--- src/shared/cycle_steal_pkg.sv ---
// constants, register map and carriers for the memory cycle-steal and timer block
// Operation
// - channel request raises master level at A5 D2
// - channel level starts memory timing, blocks address
// - cpu cycles keep master, lose early/late levels
// - channel write loads storage bus into data register
// - channel read gates data register onto bus
// - u request starts operand sequence, suppresses extras
// - timer word at 00005 updated in three cycles
// - first timer cycle forces address bits, reads
// - timer early starts late, loads staging register
// - delayed cycle adds one at bit 35
// - delayed cycle swaps accumulator and staging register
// - end of delayed cycle launches second timer cycle
// - second cycle writes staging word back, ends
// - timer request at A4 D1, only without b/u
// - mains buffer set A2 D1, reset A4 D1
// - buffer sets early request, interlock, request latch
// - interlock clears and blocks early request
// - complete level clears request, ends operation
// - u early clears complete latch, update repeats
package cycle_steal_pkg;
   localparam int unsigned WORD_W = 36;
   localparam int unsigned ADDR_W = 15;
   localparam int unsigned PHASES = 6;
   // phase pulse indices within a machine cycle
   localparam logic [2:0] PH_A0 = 3'h0;
   localparam logic [2:0] PH_A1 = 3'h1;
   localparam logic [2:0] PH_A2 = 3'h2;
   localparam logic [2:0] PH_A3 = 3'h3;
   localparam logic [2:0] PH_A4 = 3'h4;
   localparam logic [2:0] PH_A5 = 3'h5;
   // timer word location: bits 33 and 35 in 36-bit numbering
   localparam logic [ADDR_W-1:0] TIMER_ADDR = 15'h0005;
   localparam logic [WORD_W-1:0] TIMER_INC  = 36'h000000001;
   // apb map
   localparam logic [7:0] CTRL_OFS   = 8'h00;
   localparam logic [7:0] STATUS_OFS = 8'h04;
   localparam logic [7:0] SR_LO_OFS  = 8'h08;
   localparam logic [7:0] AC_LO_OFS  = 8'h0c;
   localparam logic [7:0] HI_OFS     = 8'h10;
   localparam logic [7:0] COUNT_OFS  = 8'h14;
   localparam int unsigned CTRL_TIMER_EN = 0;
   localparam logic [31:0] CTRL_RESET = 32'h00000001;

   typedef enum logic [2:0] {
      T_IDLE, T_FIRST, T_DELAYED, T_SECOND
   } timer_state_e;

   typedef struct packed {
      logic             b_req;
      logic             b_write;
      logic             u_req;
   } chan_req_s;

   typedef struct packed {
      logic              mem_start;
      logic              mem_store;
      logic              ar_to_mar_block;
      logic [ADDR_W-1:0] mar_force;
      logic              mar_force_en;
      logic              mdr_to_bus;
      logic              bus_to_mdr;
   } mem_ctl_s;
endpackage

--- src/cycle_steal.sv ---
// channel cycle stealing, u-cycle hand-off and interval timer update control
//
// The APB interface to the registers and the register addresses were decided locally.
`timescale 1ns/1ps
module cycle_steal #(
   parameter int unsigned WORD_W = cycle_steal_pkg::WORD_W,
   parameter int unsigned ADDR_W = cycle_steal_pkg::ADDR_W
) (
   input  wire logic                        clk,
   input  wire logic                        rst_n,
   // apb slave
   input  wire logic                        psel,
   input  wire logic                        penable,
   input  wire logic                        pwrite,
   input  wire logic [7:0]                  paddr,
   input  wire logic [31:0]                 pwdata,
   output logic [31:0]                      prdata,
   output logic                             pready,
   output logic                             pslverr,
   // channels
   input  wire cycle_steal_pkg::chan_req_s  chan,
   input  wire logic [WORD_W-1:0]           storage_bus_in,
   output logic [WORD_W-1:0]                storage_bus_out,
   output logic                             storage_bus_oe_n,
   // mains clamp outputs, asynchronous
   input  wire logic                        clamp_short,
   input  wire logic                        clamp_long,
   // cpu cycle requests
   input  wire logic                        cpu_master_i,
   input  wire logic                        cpu_master_e,
   input  wire logic [WORD_W-1:0]           mem_read_data,
   // memory and cycle control
   output cycle_steal_pkg::mem_ctl_s        mem_ctl,
   output logic [WORD_W-1:0]                memory_data_reg,
   output logic                             master_b,
   output logic                             cpu_early_en,
   output logic                             u_operand_start,
   output logic                             u_suppress,
   output logic                             timer_busy
);
   initial begin
      if (WORD_W != 36 || ADDR_W < 15) $error("cycle_steal: unsupported widths");
   end

   logic [2:0] phase;
   logic       d2;
   logic       cycle_end;
   logic       ph_a0_d1, ph_a1_d1, ph_a2_d1, ph_a3_d1, ph_a4_d1, ph_a5_d1, ph_a5_d2;
   logic [1:0] clamp_q;
   logic       clamp_short_s, clamp_long_s;

   ////////////////////////////////////////////////////////////////////////////////
   phase_gen #(
      .NPH       (cycle_steal_pkg::PHASES)
   ) u_phase (
      .clk       (clk),
      .rst_n     (rst_n),
      .phase     (phase),
      .d2        (d2),
      .cycle_end (cycle_end)
   );

   sync2 #(
      .W     (2)
   ) u_sync (
      .clk   (clk),
      .rst_n (rst_n),
      .d     ({clamp_long, clamp_short}),
      .q     (clamp_q)
   );
   assign clamp_short_s = clamp_q[0];
   assign clamp_long_s  = clamp_q[1];

   assign ph_a0_d1 = !d2 && phase == cycle_steal_pkg::PH_A0;
   assign ph_a1_d1 = !d2 && phase == cycle_steal_pkg::PH_A1;
   assign ph_a2_d1 = !d2 && phase == cycle_steal_pkg::PH_A2;
   assign ph_a3_d1 = !d2 && phase == cycle_steal_pkg::PH_A3;
   assign ph_a4_d1 = !d2 && phase == cycle_steal_pkg::PH_A4;
   assign ph_a5_d1 = !d2 && phase == cycle_steal_pkg::PH_A5;
   assign ph_a5_d2 =  d2 && phase == cycle_steal_pkg::PH_A5;

   ////////////////////////////////////////////////////////////////////////////////
   // registers
   logic [31:0] ctrl_r;
   logic [15:0] update_count_r;
   logic        timer_en;
   assign timer_en = ctrl_r[cycle_steal_pkg::CTRL_TIMER_EN];

   ////////////////////////////////////////////////////////////////////////////////
   // channel (b) cycles
   // length is the channel's business; we only follow its request
   always_ff @(posedge clk) begin
      if (!rst_n) begin
         master_b <= 1'b0;
      end else if (ph_a5_d2 && chan.b_req) begin
         // raise and renew master at A5 D2
         master_b <= 1'b1;
      end else if (ph_a5_d1 && !chan.b_req) begin
         // drop at A5 D1 without request
         master_b <= 1'b0;
      end
   end

   logic b_req_or_master;
   assign b_req_or_master = chan.b_req || master_b;

   assign cpu_early_en = !master_b && (cpu_master_i || cpu_master_e);

   // u request runs operand hardware trimmed
   assign u_operand_start = chan.u_req;
   assign u_suppress      = chan.u_req;

   ////////////////////////////////////////////////////////////////////////////////
   // mains request chain
   logic mains_buf_r;
   logic early_req_r;
   logic interlock_r;
   logic timer_req_r;
   logic complete_r;

   always_ff @(posedge clk) begin
      if (!rst_n) begin
         mains_buf_r <= 1'b0;
      end else if (ph_a2_d1 && clamp_short_s) begin
         // set by short clamp at A2 D1
         mains_buf_r <= 1'b1;
      end else if (ph_a4_d1 && !clamp_long_s) begin
         // reset only with long clamp down
         mains_buf_r <= 1'b0;
      end
   end

   always_ff @(posedge clk) begin
      if (!rst_n) begin
         early_req_r <= 1'b0;
      end else if (interlock_r && ph_a4_d1) begin
         early_req_r <= 1'b0;
      end else if (ph_a0_d1 && mains_buf_r && timer_en && !interlock_r) begin
         early_req_r <= 1'b1;
      end
   end

   logic timer_done;

   always_ff @(posedge clk) begin
      if (!rst_n) begin
         interlock_r <= 1'b0;
      end else if (ph_a2_d1 && early_req_r) begin
         interlock_r <= 1'b1;
      end else if (ph_a0_d1 && !timer_req_r && !mains_buf_r) begin
         interlock_r <= 1'b0;
      end
   end

   always_ff @(posedge clk) begin
      if (!rst_n) begin
         timer_req_r <= 1'b0;
      end else if (ph_a4_d1 && early_req_r) begin
         // request at first A4 D1 after peak
         timer_req_r <= 1'b1;
      end else if (timer_done) begin
         timer_req_r <= 1'b0;
      end
   end

   ////////////////////////////////////////////////////////////////////////////////
   // timer cycle sequence
   cycle_steal_pkg::timer_state_e tstate_r;
   logic [WORD_W-1:0] staging_register;
   logic [WORD_W-1:0] accumulator_r;
   logic [WORD_W-1:0] adder;
   logic              go_timer_cycle;

   // only with no b or u request
   assign go_timer_cycle = timer_req_r && !chan.b_req && !chan.u_req && !master_b;
   // complete level seen at A4 D1 of last cycle
   assign timer_done = ph_a4_d1 && complete_r && tstate_r == cycle_steal_pkg::T_SECOND;

   always_ff @(posedge clk) begin
      if (!rst_n) begin
         tstate_r <= cycle_steal_pkg::T_IDLE;
      end else if (chan.u_req && tstate_r != cycle_steal_pkg::T_IDLE) begin
         // u cycle pre-empts, sequence restarts later
         tstate_r <= cycle_steal_pkg::T_IDLE;
      end else if (cycle_end) begin
         case (tstate_r)
            cycle_steal_pkg::T_IDLE:    if (go_timer_cycle) tstate_r <= cycle_steal_pkg::T_FIRST;
            cycle_steal_pkg::T_FIRST:   tstate_r <= cycle_steal_pkg::T_DELAYED;
            // end of delayed cycle launches the second
            cycle_steal_pkg::T_DELAYED: tstate_r <= cycle_steal_pkg::T_SECOND;
            cycle_steal_pkg::T_SECOND:  tstate_r <= cycle_steal_pkg::T_IDLE;
            default:                    tstate_r <= cycle_steal_pkg::T_IDLE;
         endcase
      end
   end

   always_ff @(posedge clk) begin
      if (!rst_n) begin
         complete_r <= 1'b0;
      end else if (ph_a0_d1 && chan.u_req) begin
         complete_r <= 1'b0;
      end else if (cycle_end && tstate_r == cycle_steal_pkg::T_DELAYED) begin
         // complete level at end of delayed cycle
         complete_r <= 1'b1;
      end else if (timer_done) begin
         complete_r <= 1'b0;
      end
   end

   // add one at low-order bit 35
   assign adder = staging_register + cycle_steal_pkg::TIMER_INC;

   always_ff @(posedge clk) begin
      if (!rst_n) begin
         staging_register <= '0;
         accumulator_r    <= '0;
      end else if (chan.u_req && tstate_r != cycle_steal_pkg::T_IDLE) begin
         // u cycle discards partial timer word
         staging_register <= '0;
      end else if (tstate_r == cycle_steal_pkg::T_FIRST && ph_a4_d1) begin
         // memory read word into staging register
         staging_register <= mem_read_data;
      end else if (tstate_r == cycle_steal_pkg::T_DELAYED && (ph_a1_d1 || ph_a3_d1)) begin
         // swap at A1 and again at A3
         accumulator_r    <= ph_a1_d1 ? adder : staging_register;
         staging_register <= accumulator_r;
      end
   end

   ////////////////////////////////////////////////////////////////////////////////
   // memory control
   logic t_mem;
   assign t_mem      = tstate_r == cycle_steal_pkg::T_FIRST || tstate_r == cycle_steal_pkg::T_SECOND;
   assign timer_busy = tstate_r != cycle_steal_pkg::T_IDLE;

   always_comb begin
      mem_ctl = '0;
      // memory timing start, address transfer blocked
      mem_ctl.mem_start       = b_req_or_master || t_mem;
      // timer blocks other cycles from the address path
      mem_ctl.ar_to_mar_block = b_req_or_master || timer_busy;
      mem_ctl.mar_force_en    = t_mem;
      mem_ctl.mar_force       = ADDR_W'(cycle_steal_pkg::TIMER_ADDR);
      // channel write is a store cycle
      mem_ctl.mem_store       = (master_b && chan.b_write) ||
                                tstate_r == cycle_steal_pkg::T_SECOND;
      mem_ctl.bus_to_mdr      = mem_ctl.mem_store;
      // read gates data register to bus
      mem_ctl.mdr_to_bus      = master_b && !chan.b_write;
   end

   always_ff @(posedge clk) begin
      if (!rst_n) begin
         memory_data_reg <= '0;
      end else if (master_b && chan.b_write) begin
         memory_data_reg <= storage_bus_in;
      end else if (tstate_r == cycle_steal_pkg::T_SECOND && complete_r) begin
         memory_data_reg <= staging_register;
      end else if (master_b || tstate_r == cycle_steal_pkg::T_FIRST) begin
         memory_data_reg <= mem_read_data;
      end
   end

   // bus driven toward channel on reads
   always_ff @(posedge clk) begin
      if (!rst_n) begin
         storage_bus_out  <= '0;
         storage_bus_oe_n <= 1'b1;
      end else begin
         storage_bus_out  <= memory_data_reg;
         storage_bus_oe_n <= !(master_b && !chan.b_write);
      end
   end

   always_ff @(posedge clk) begin
      if (!rst_n) update_count_r <= '0;
      else if (timer_done) update_count_r <= update_count_r + 16'h0001;
   end

   ////////////////////////////////////////////////////////////////////////////////
   // apb slave, zero wait states
   logic apb_acc;
   logic map_hit;
   assign apb_acc = psel && penable;
   assign pready  = 1'b1;
   assign map_hit = paddr == cycle_steal_pkg::CTRL_OFS   || paddr == cycle_steal_pkg::STATUS_OFS ||
                    paddr == cycle_steal_pkg::SR_LO_OFS  || paddr == cycle_steal_pkg::AC_LO_OFS  ||
                    paddr == cycle_steal_pkg::HI_OFS     || paddr == cycle_steal_pkg::COUNT_OFS;
   assign pslverr = apb_acc && !map_hit;

   always_ff @(posedge clk) begin
      if (!rst_n) ctrl_r <= cycle_steal_pkg::CTRL_RESET;
      else if (apb_acc && pwrite && paddr == cycle_steal_pkg::CTRL_OFS) ctrl_r <= {31'h0, pwdata[0]};
   end

   always_comb begin
      prdata = 32'h00000000;
      case (paddr)
         cycle_steal_pkg::CTRL_OFS:   prdata = ctrl_r;
         cycle_steal_pkg::STATUS_OFS: prdata = {22'h0, master_b, complete_r, timer_req_r,
                                                interlock_r, early_req_r, mains_buf_r,
                                                1'b0, tstate_r};
         cycle_steal_pkg::SR_LO_OFS:  prdata = staging_register[31:0];
         cycle_steal_pkg::AC_LO_OFS:  prdata = accumulator_r[31:0];
         cycle_steal_pkg::HI_OFS:     prdata = {24'h0, accumulator_r[35:32], staging_register[35:32]};
         cycle_steal_pkg::COUNT_OFS:  prdata = {16'h0, update_count_r};
         default:                     prdata = 32'h00000000;
      endcase
   end
endmodule // cycle_steal

--- src/phase_gen.sv ---
// machine-cycle phase pulse generator, A0..A5 with D1/D2 halves
`timescale 1ns/1ps
module phase_gen #(
   parameter int unsigned NPH = cycle_steal_pkg::PHASES
) (
   input  wire logic       clk,
   input  wire logic       rst_n,
   output logic [2:0]      phase,
   output logic            d2,
   output logic            cycle_end
);
   initial begin
      if (NPH < 5 || NPH > 8) $error("phase_gen: NPH out of range");
   end

   always_ff @(posedge clk) begin
      if (!rst_n) begin
         phase <= cycle_steal_pkg::PH_A0;
         d2    <= 1'b0;
      end else begin
         d2 <= ~d2;
         if (d2) begin
            if (phase == 3'(NPH - 1)) phase <= cycle_steal_pkg::PH_A0;
            else phase <= phase + 3'h1;
         end
      end
   end

   // last half-phase of the machine cycle
   assign cycle_end = d2 && (phase == 3'(NPH - 1));
endmodule // phase_gen

--- src/sync2.sv ---
// two-flop synchroniser for asynchronous level inputs
`timescale 1ns/1ps
module sync2 #(
   parameter int unsigned W = 2
) (
   input  wire logic         clk,
   input  wire logic         rst_n,
   input  wire logic [W-1:0] d,
   output logic [W-1:0]      q
);
   logic [W-1:0] meta_r;

   initial begin
      if (W < 1) $error("sync2: W must be positive");
   end

   always_ff @(posedge clk) begin
      if (!rst_n) begin
         meta_r <= '0;
         q      <= '0;
      end else begin
         meta_r <= d;
         q      <= meta_r;
      end
   end
endmodule // sync2

--- config.mk ---
export PLATFORM = sky130hd
export DESIGN_NAME = cycle_steal
export DESIGN_NICKNAME = d
export VERILOG_FILES = /design/src/shared/cycle_steal_pkg.sv /design/src/cycle_steal.sv /design/src/phase_gen.sv /design/src/sync2.sv
export SDC_FILE = /design/constraint.sdc
export NUM_CORES = 1
export LEC_CHECK = 0
export ABC_AREA = 1
export BUFFER_PORTS_ARGS = -buffer_cell sky130_fd_sc_hd__clkbuf_2
export CAP_MARGIN = 15
export CELL_PAD_IN_SITES_DETAIL_PLACEMENT = 0
export CELL_PAD_IN_SITES_GLOBAL_PLACEMENT = 2
export CORE_ASPECT_RATIO = 0.75
export CORE_MARGIN = 2
export CORE_UTILIZATION = 30
export CTS_CLUSTER_DIAMETER = 40
export DETAILED_ROUTE_END_ITERATION = 10
export GPL_ROUTABILITY_DRIVEN = 0
export PLACE_DENSITY = 0.84
export SLEW_MARGIN = 10
export SYNTH_ARGS = -nofsm -noshare
export SYNTH_HDL_FRONTEND = slang
export SYNTH_SLANG_ARGS = --single-unit
--- constraint.sdc ---
create_clock -name clk -period 4.4 [get_ports clk]
set_clock_uncertainty 0.05 [all_clocks]
set_input_delay 0.22 -clock clk [delete_from_list [all_inputs] [get_ports clk]]
set_output_delay 0.22 -clock clk [all_outputs]
set_load 0.02 [all_outputs]
==> run_results.csv <==
group,metric,value,unit
status,status,"complete, no violations",
final_layout,drive_gt1_share,18.3,%
global_route,grt_max_degree,68,
route,ant_nets,0,
route,vias_per_cell,4.93,
global_route,grt_pass1_wl,52600,um
job,drv_cap,0,
floorplan,die_y,157,um
floorplan,die_x,208,um
placed_design,portBuffers,209,
sta,drv_slew,0,
critical_path,critPathMaxFanout,39,
sta,finalCriticalPeriod,2.94,ns
floorplan,row_count,55,
sta,finalHoldViolations,0,
cts,h-tree-depth,4,
cts,postCtsSetupBuffers,0,
critical_path,crit_arrival,3.26,ns
sta,rsz0062_at_grt,"no",
cts,cts_buffer_depth,2,
cts,cts_buffers,17,
final_layout,nets,1686,
floorplan,ioPinCount,257,
cts,clock_tree.root_cell,"clkbuf_16",
floorplan,initial_core_util,30.7,%
pwr,powerDensity,310,mW/mm^2
floorplan,die_area,0.0325,mm^2
pwr,vdd_ir_drop_max,0.000256,V
route,drc,0,
cts,cts_sinks,178,
final_layout,n_antenna_cell,0,
logic_synthesis,mappedNetlistArea,0.00933,mm^2
sta,setup_viol,0,
final_layout,fill_cells,3378,
final_layout,area_delta_synth_final,23.6,%
cts,cts_tree,"built",
pwr,power_leakage,5.14,nW
sta,max-slew-margin-rel,24.4,%
critical_path,cp.required,4.73,ns
sta,worst_pin_slew,1.13,ns
logic_synthesis,synth-seq-cells,178,
logic_synthesis,syn_area_per_cell,6.83,um^2
global_route,first_global_vias,8882,
floorplan,fp.coreArea,0.0304,mm^2
logic_synthesis,yosysWarnings,0,
hold_path,hp-class,"in2reg",
global_route,grt_use_total,21.0,%
route,drtIter0Drc,796,
cts,insertion_delay,0.46,ns
sta,max_freq,341,MHz
logic_synthesis,ys_seq_area_share,38.2,%
route,wl_per_cell,17.6,um
global_route,antenna_found_initial,0,
critical_path,end_kind,"flip-flop",
sta,fin_ws,1.46,ns
sta,fin_tns_setup,0,ns
route,vias,9707,
route,wl,34600,um
cts,ctsHoldBuffers,26,
critical_path,setup.worst_path.start_class,"flip-flop",
sta,period_share,66.7,%
logic_synthesis,synthDistinctLibCells,39,
placed_design,preCtsSetupSlack,1.47,ns
global_route,grt_overflow,0,
cts,clk_pin_slew_worst_paths,0.07,ns
placed_design,hpwl,25100,um
route,first_pass_iters,5,
critical_path,critPathKind,"reg2reg",
logic_synthesis,netlist_instances,1366,
cts,cts_resized,0,
[cell usage after synthesis]
| cell | n | area (um^2) |
|---|---|---|
| a21oi_1 | 88 | 440 |
| o2111ai_1 | 2 | 17.5 |
| clkinv_1 | 2 | 7.51 |
| nor2_1 | 83 | 312 |
| a221oi_1 | 1 | 8.76 |
| o31ai_1 | 2 | 15.0 |
| clkbuf_1 | 42 | 158 |
| nand3_1 | 94 | 470 |
| buf_1 | 8 | 30.0 |
| o21ai_1 | 1 | 5.00 |
| o21ai_0 | 117 | 586 |
| nor3b_1 | 1 | 7.51 |
| a31oi_1 | 37 | 231 |
| o22ai_1 | 18 | 113 |
| a22oi_1 | 1 | 7.51 |
| dfxtp_1 | 178 | 3560 |
| nor2_4 | 3 | 33.8 |
| xor2_1 | 16 | 140 |
| nor3_1 | 17 | 85.1 |
| o221ai_1 | 7 | 61.3 |
| buf_4 | 20 | 150 |
| inv_2 | 4 | 15.0 |
| nand4_1 | 11 | 68.8 |
| o21bai_1 | 35 | 263 |
| buf_2 | 23 | 115 |
| nand2_1 | 304 | 1140 |
| nand3_2 | 2 | 20.0 |
| conb_1 | 2 | 7.51 |
| or2_2 | 1 | 6.26 |
| buf_6 | 3 | 33.8 |
| o32ai_1 | 32 | 280 |
| nor2_2 | 7 | 43.8 |
| a211oi_1 | 5 | 37.5 |
| nand4_2 | 2 | 25.0 |
| o21ai_2 | 1 | 8.76 |
| nand2_2 | 5 | 31.3 |
| inv_1 | 181 | 679 |
| ha_1 | 7 | 87.6 |
| o211ai_1 | 3 | 22.5 |
[per-layer routing]
layer / global-route usage (%) / part of all wire, % / vias up
met5: 0 / 0 / -
met4: 4.39 / 0.68 / 0
met3: 4.76 / 6.1 / 15
met2: 30.1 / 41 / 279
met1: 31.7 / 52 / 4533
li1: - / - / 4880
[cells in the final DEF, fill, tap and decap left out, drive strengths merged]
cell and n:
nand2 309, clkbuf 228, inv 186, dfxtp 178, o21ai 119, nand3 96, nor2 93, a21oi 88
a31oi 37, o21bai 35, o32ai 32, dlygate4sd3 26, o22ai 18, nor3 17, buf 17, xor2 16
conb 16, nand4 13, o221ai 7, ha 7, bufinv 6, a211oi 5, clkinvlp 4, clkinv 4
o211ai 3, o2111ai 2, o31ai 2, a22oi 1, nor3b 1, a221oi 1, or2 1
[cell families after synthesis]
logic type,after synthesis,synth area share (%)
simple gates,530,24.1
compound gates,350,22.5
flops,178,38.2
other cells,2,0.0805
fa+ha+maj,7,0.939
xor+xnor,16,1.50
buf+inv,283,12.7
[report_power, final]
part	leakage (nW)	internal [mW]	switching (mW)
clock network	0.310	1.07	0.706
registers	1.43	1.61	0.00310
logic	3.40	0.0699	0.112
[metrics by stage]
| step | instances | power, mW | hold WS (ns) | cell area [um^2] | util, % |
|---|---|---|---|---|---|
| global route | 1967 | 3.68 | 0.0189 | 11500 | 37.9 |
| global placement | 1908 | 1.82 | 0.354 | 10600 | 34.8 |
| detailed placement | 1909 | 1.82 | 0.354 | 10600 | 34.9 |
| finish | 1967 | 3.57 | 0.0289 | 11500 | 37.9 |
| CTS | 1967 | 3.61 | 0.00347 | 11500 | 37.9 |
| floorplan | 1380 | 1.75 | 0.268 | 9380 | - |
[cell type report]
type                            instances  area (um^2)  share of cell area, %
Clock buffer                           19          433                   3.75
Tap cell                              399          499                   4.33
Clock inverter                         13          233                   2.02
Inverter                              187          702                   6.09
Sequential cell                       178         3560                   30.9
Multi-Input combinational cell        919         4650                   40.4
Timing Repair Buffer                  252         1450                   12.5
[worst max-delay path, cell delays in order, from the launching register on]
cell	delay, ns
dfxtp_1	0.33
inv_1	0.15
ha_2	0.54
nand2_2	0.12
buf_4	0.32
nand2_2	0.59
buf_4	0.49
o21bai_1	0.10
a31oi_1	0.16
[final timing paths]
check / startpoint / end / slack (ns) / cells past startpoint
worst max-delay path: tstate_r[1]$_SDFFE_PP0P_ / staging_register[2]$_SDFFE_PP0P_ / 1.46 / 8
worst min-delay path: storage_bus_in[13] / memory_data_reg[13]$_SDFFE_PN0P_ / 0.03 / 3
worst max register to register: tstate_r[1]$_SDFFE_PP0P_ / staging_register[2]$_SDFFE_PP0P_ / 1.46 / 8
worst min register to register: u_sync.meta_r[1]$_SDFF_PN0_ / u_sync.q[1]$_SDFF_PN0_ / 0.36 / 2
Power figures use the tool's default switching activity.
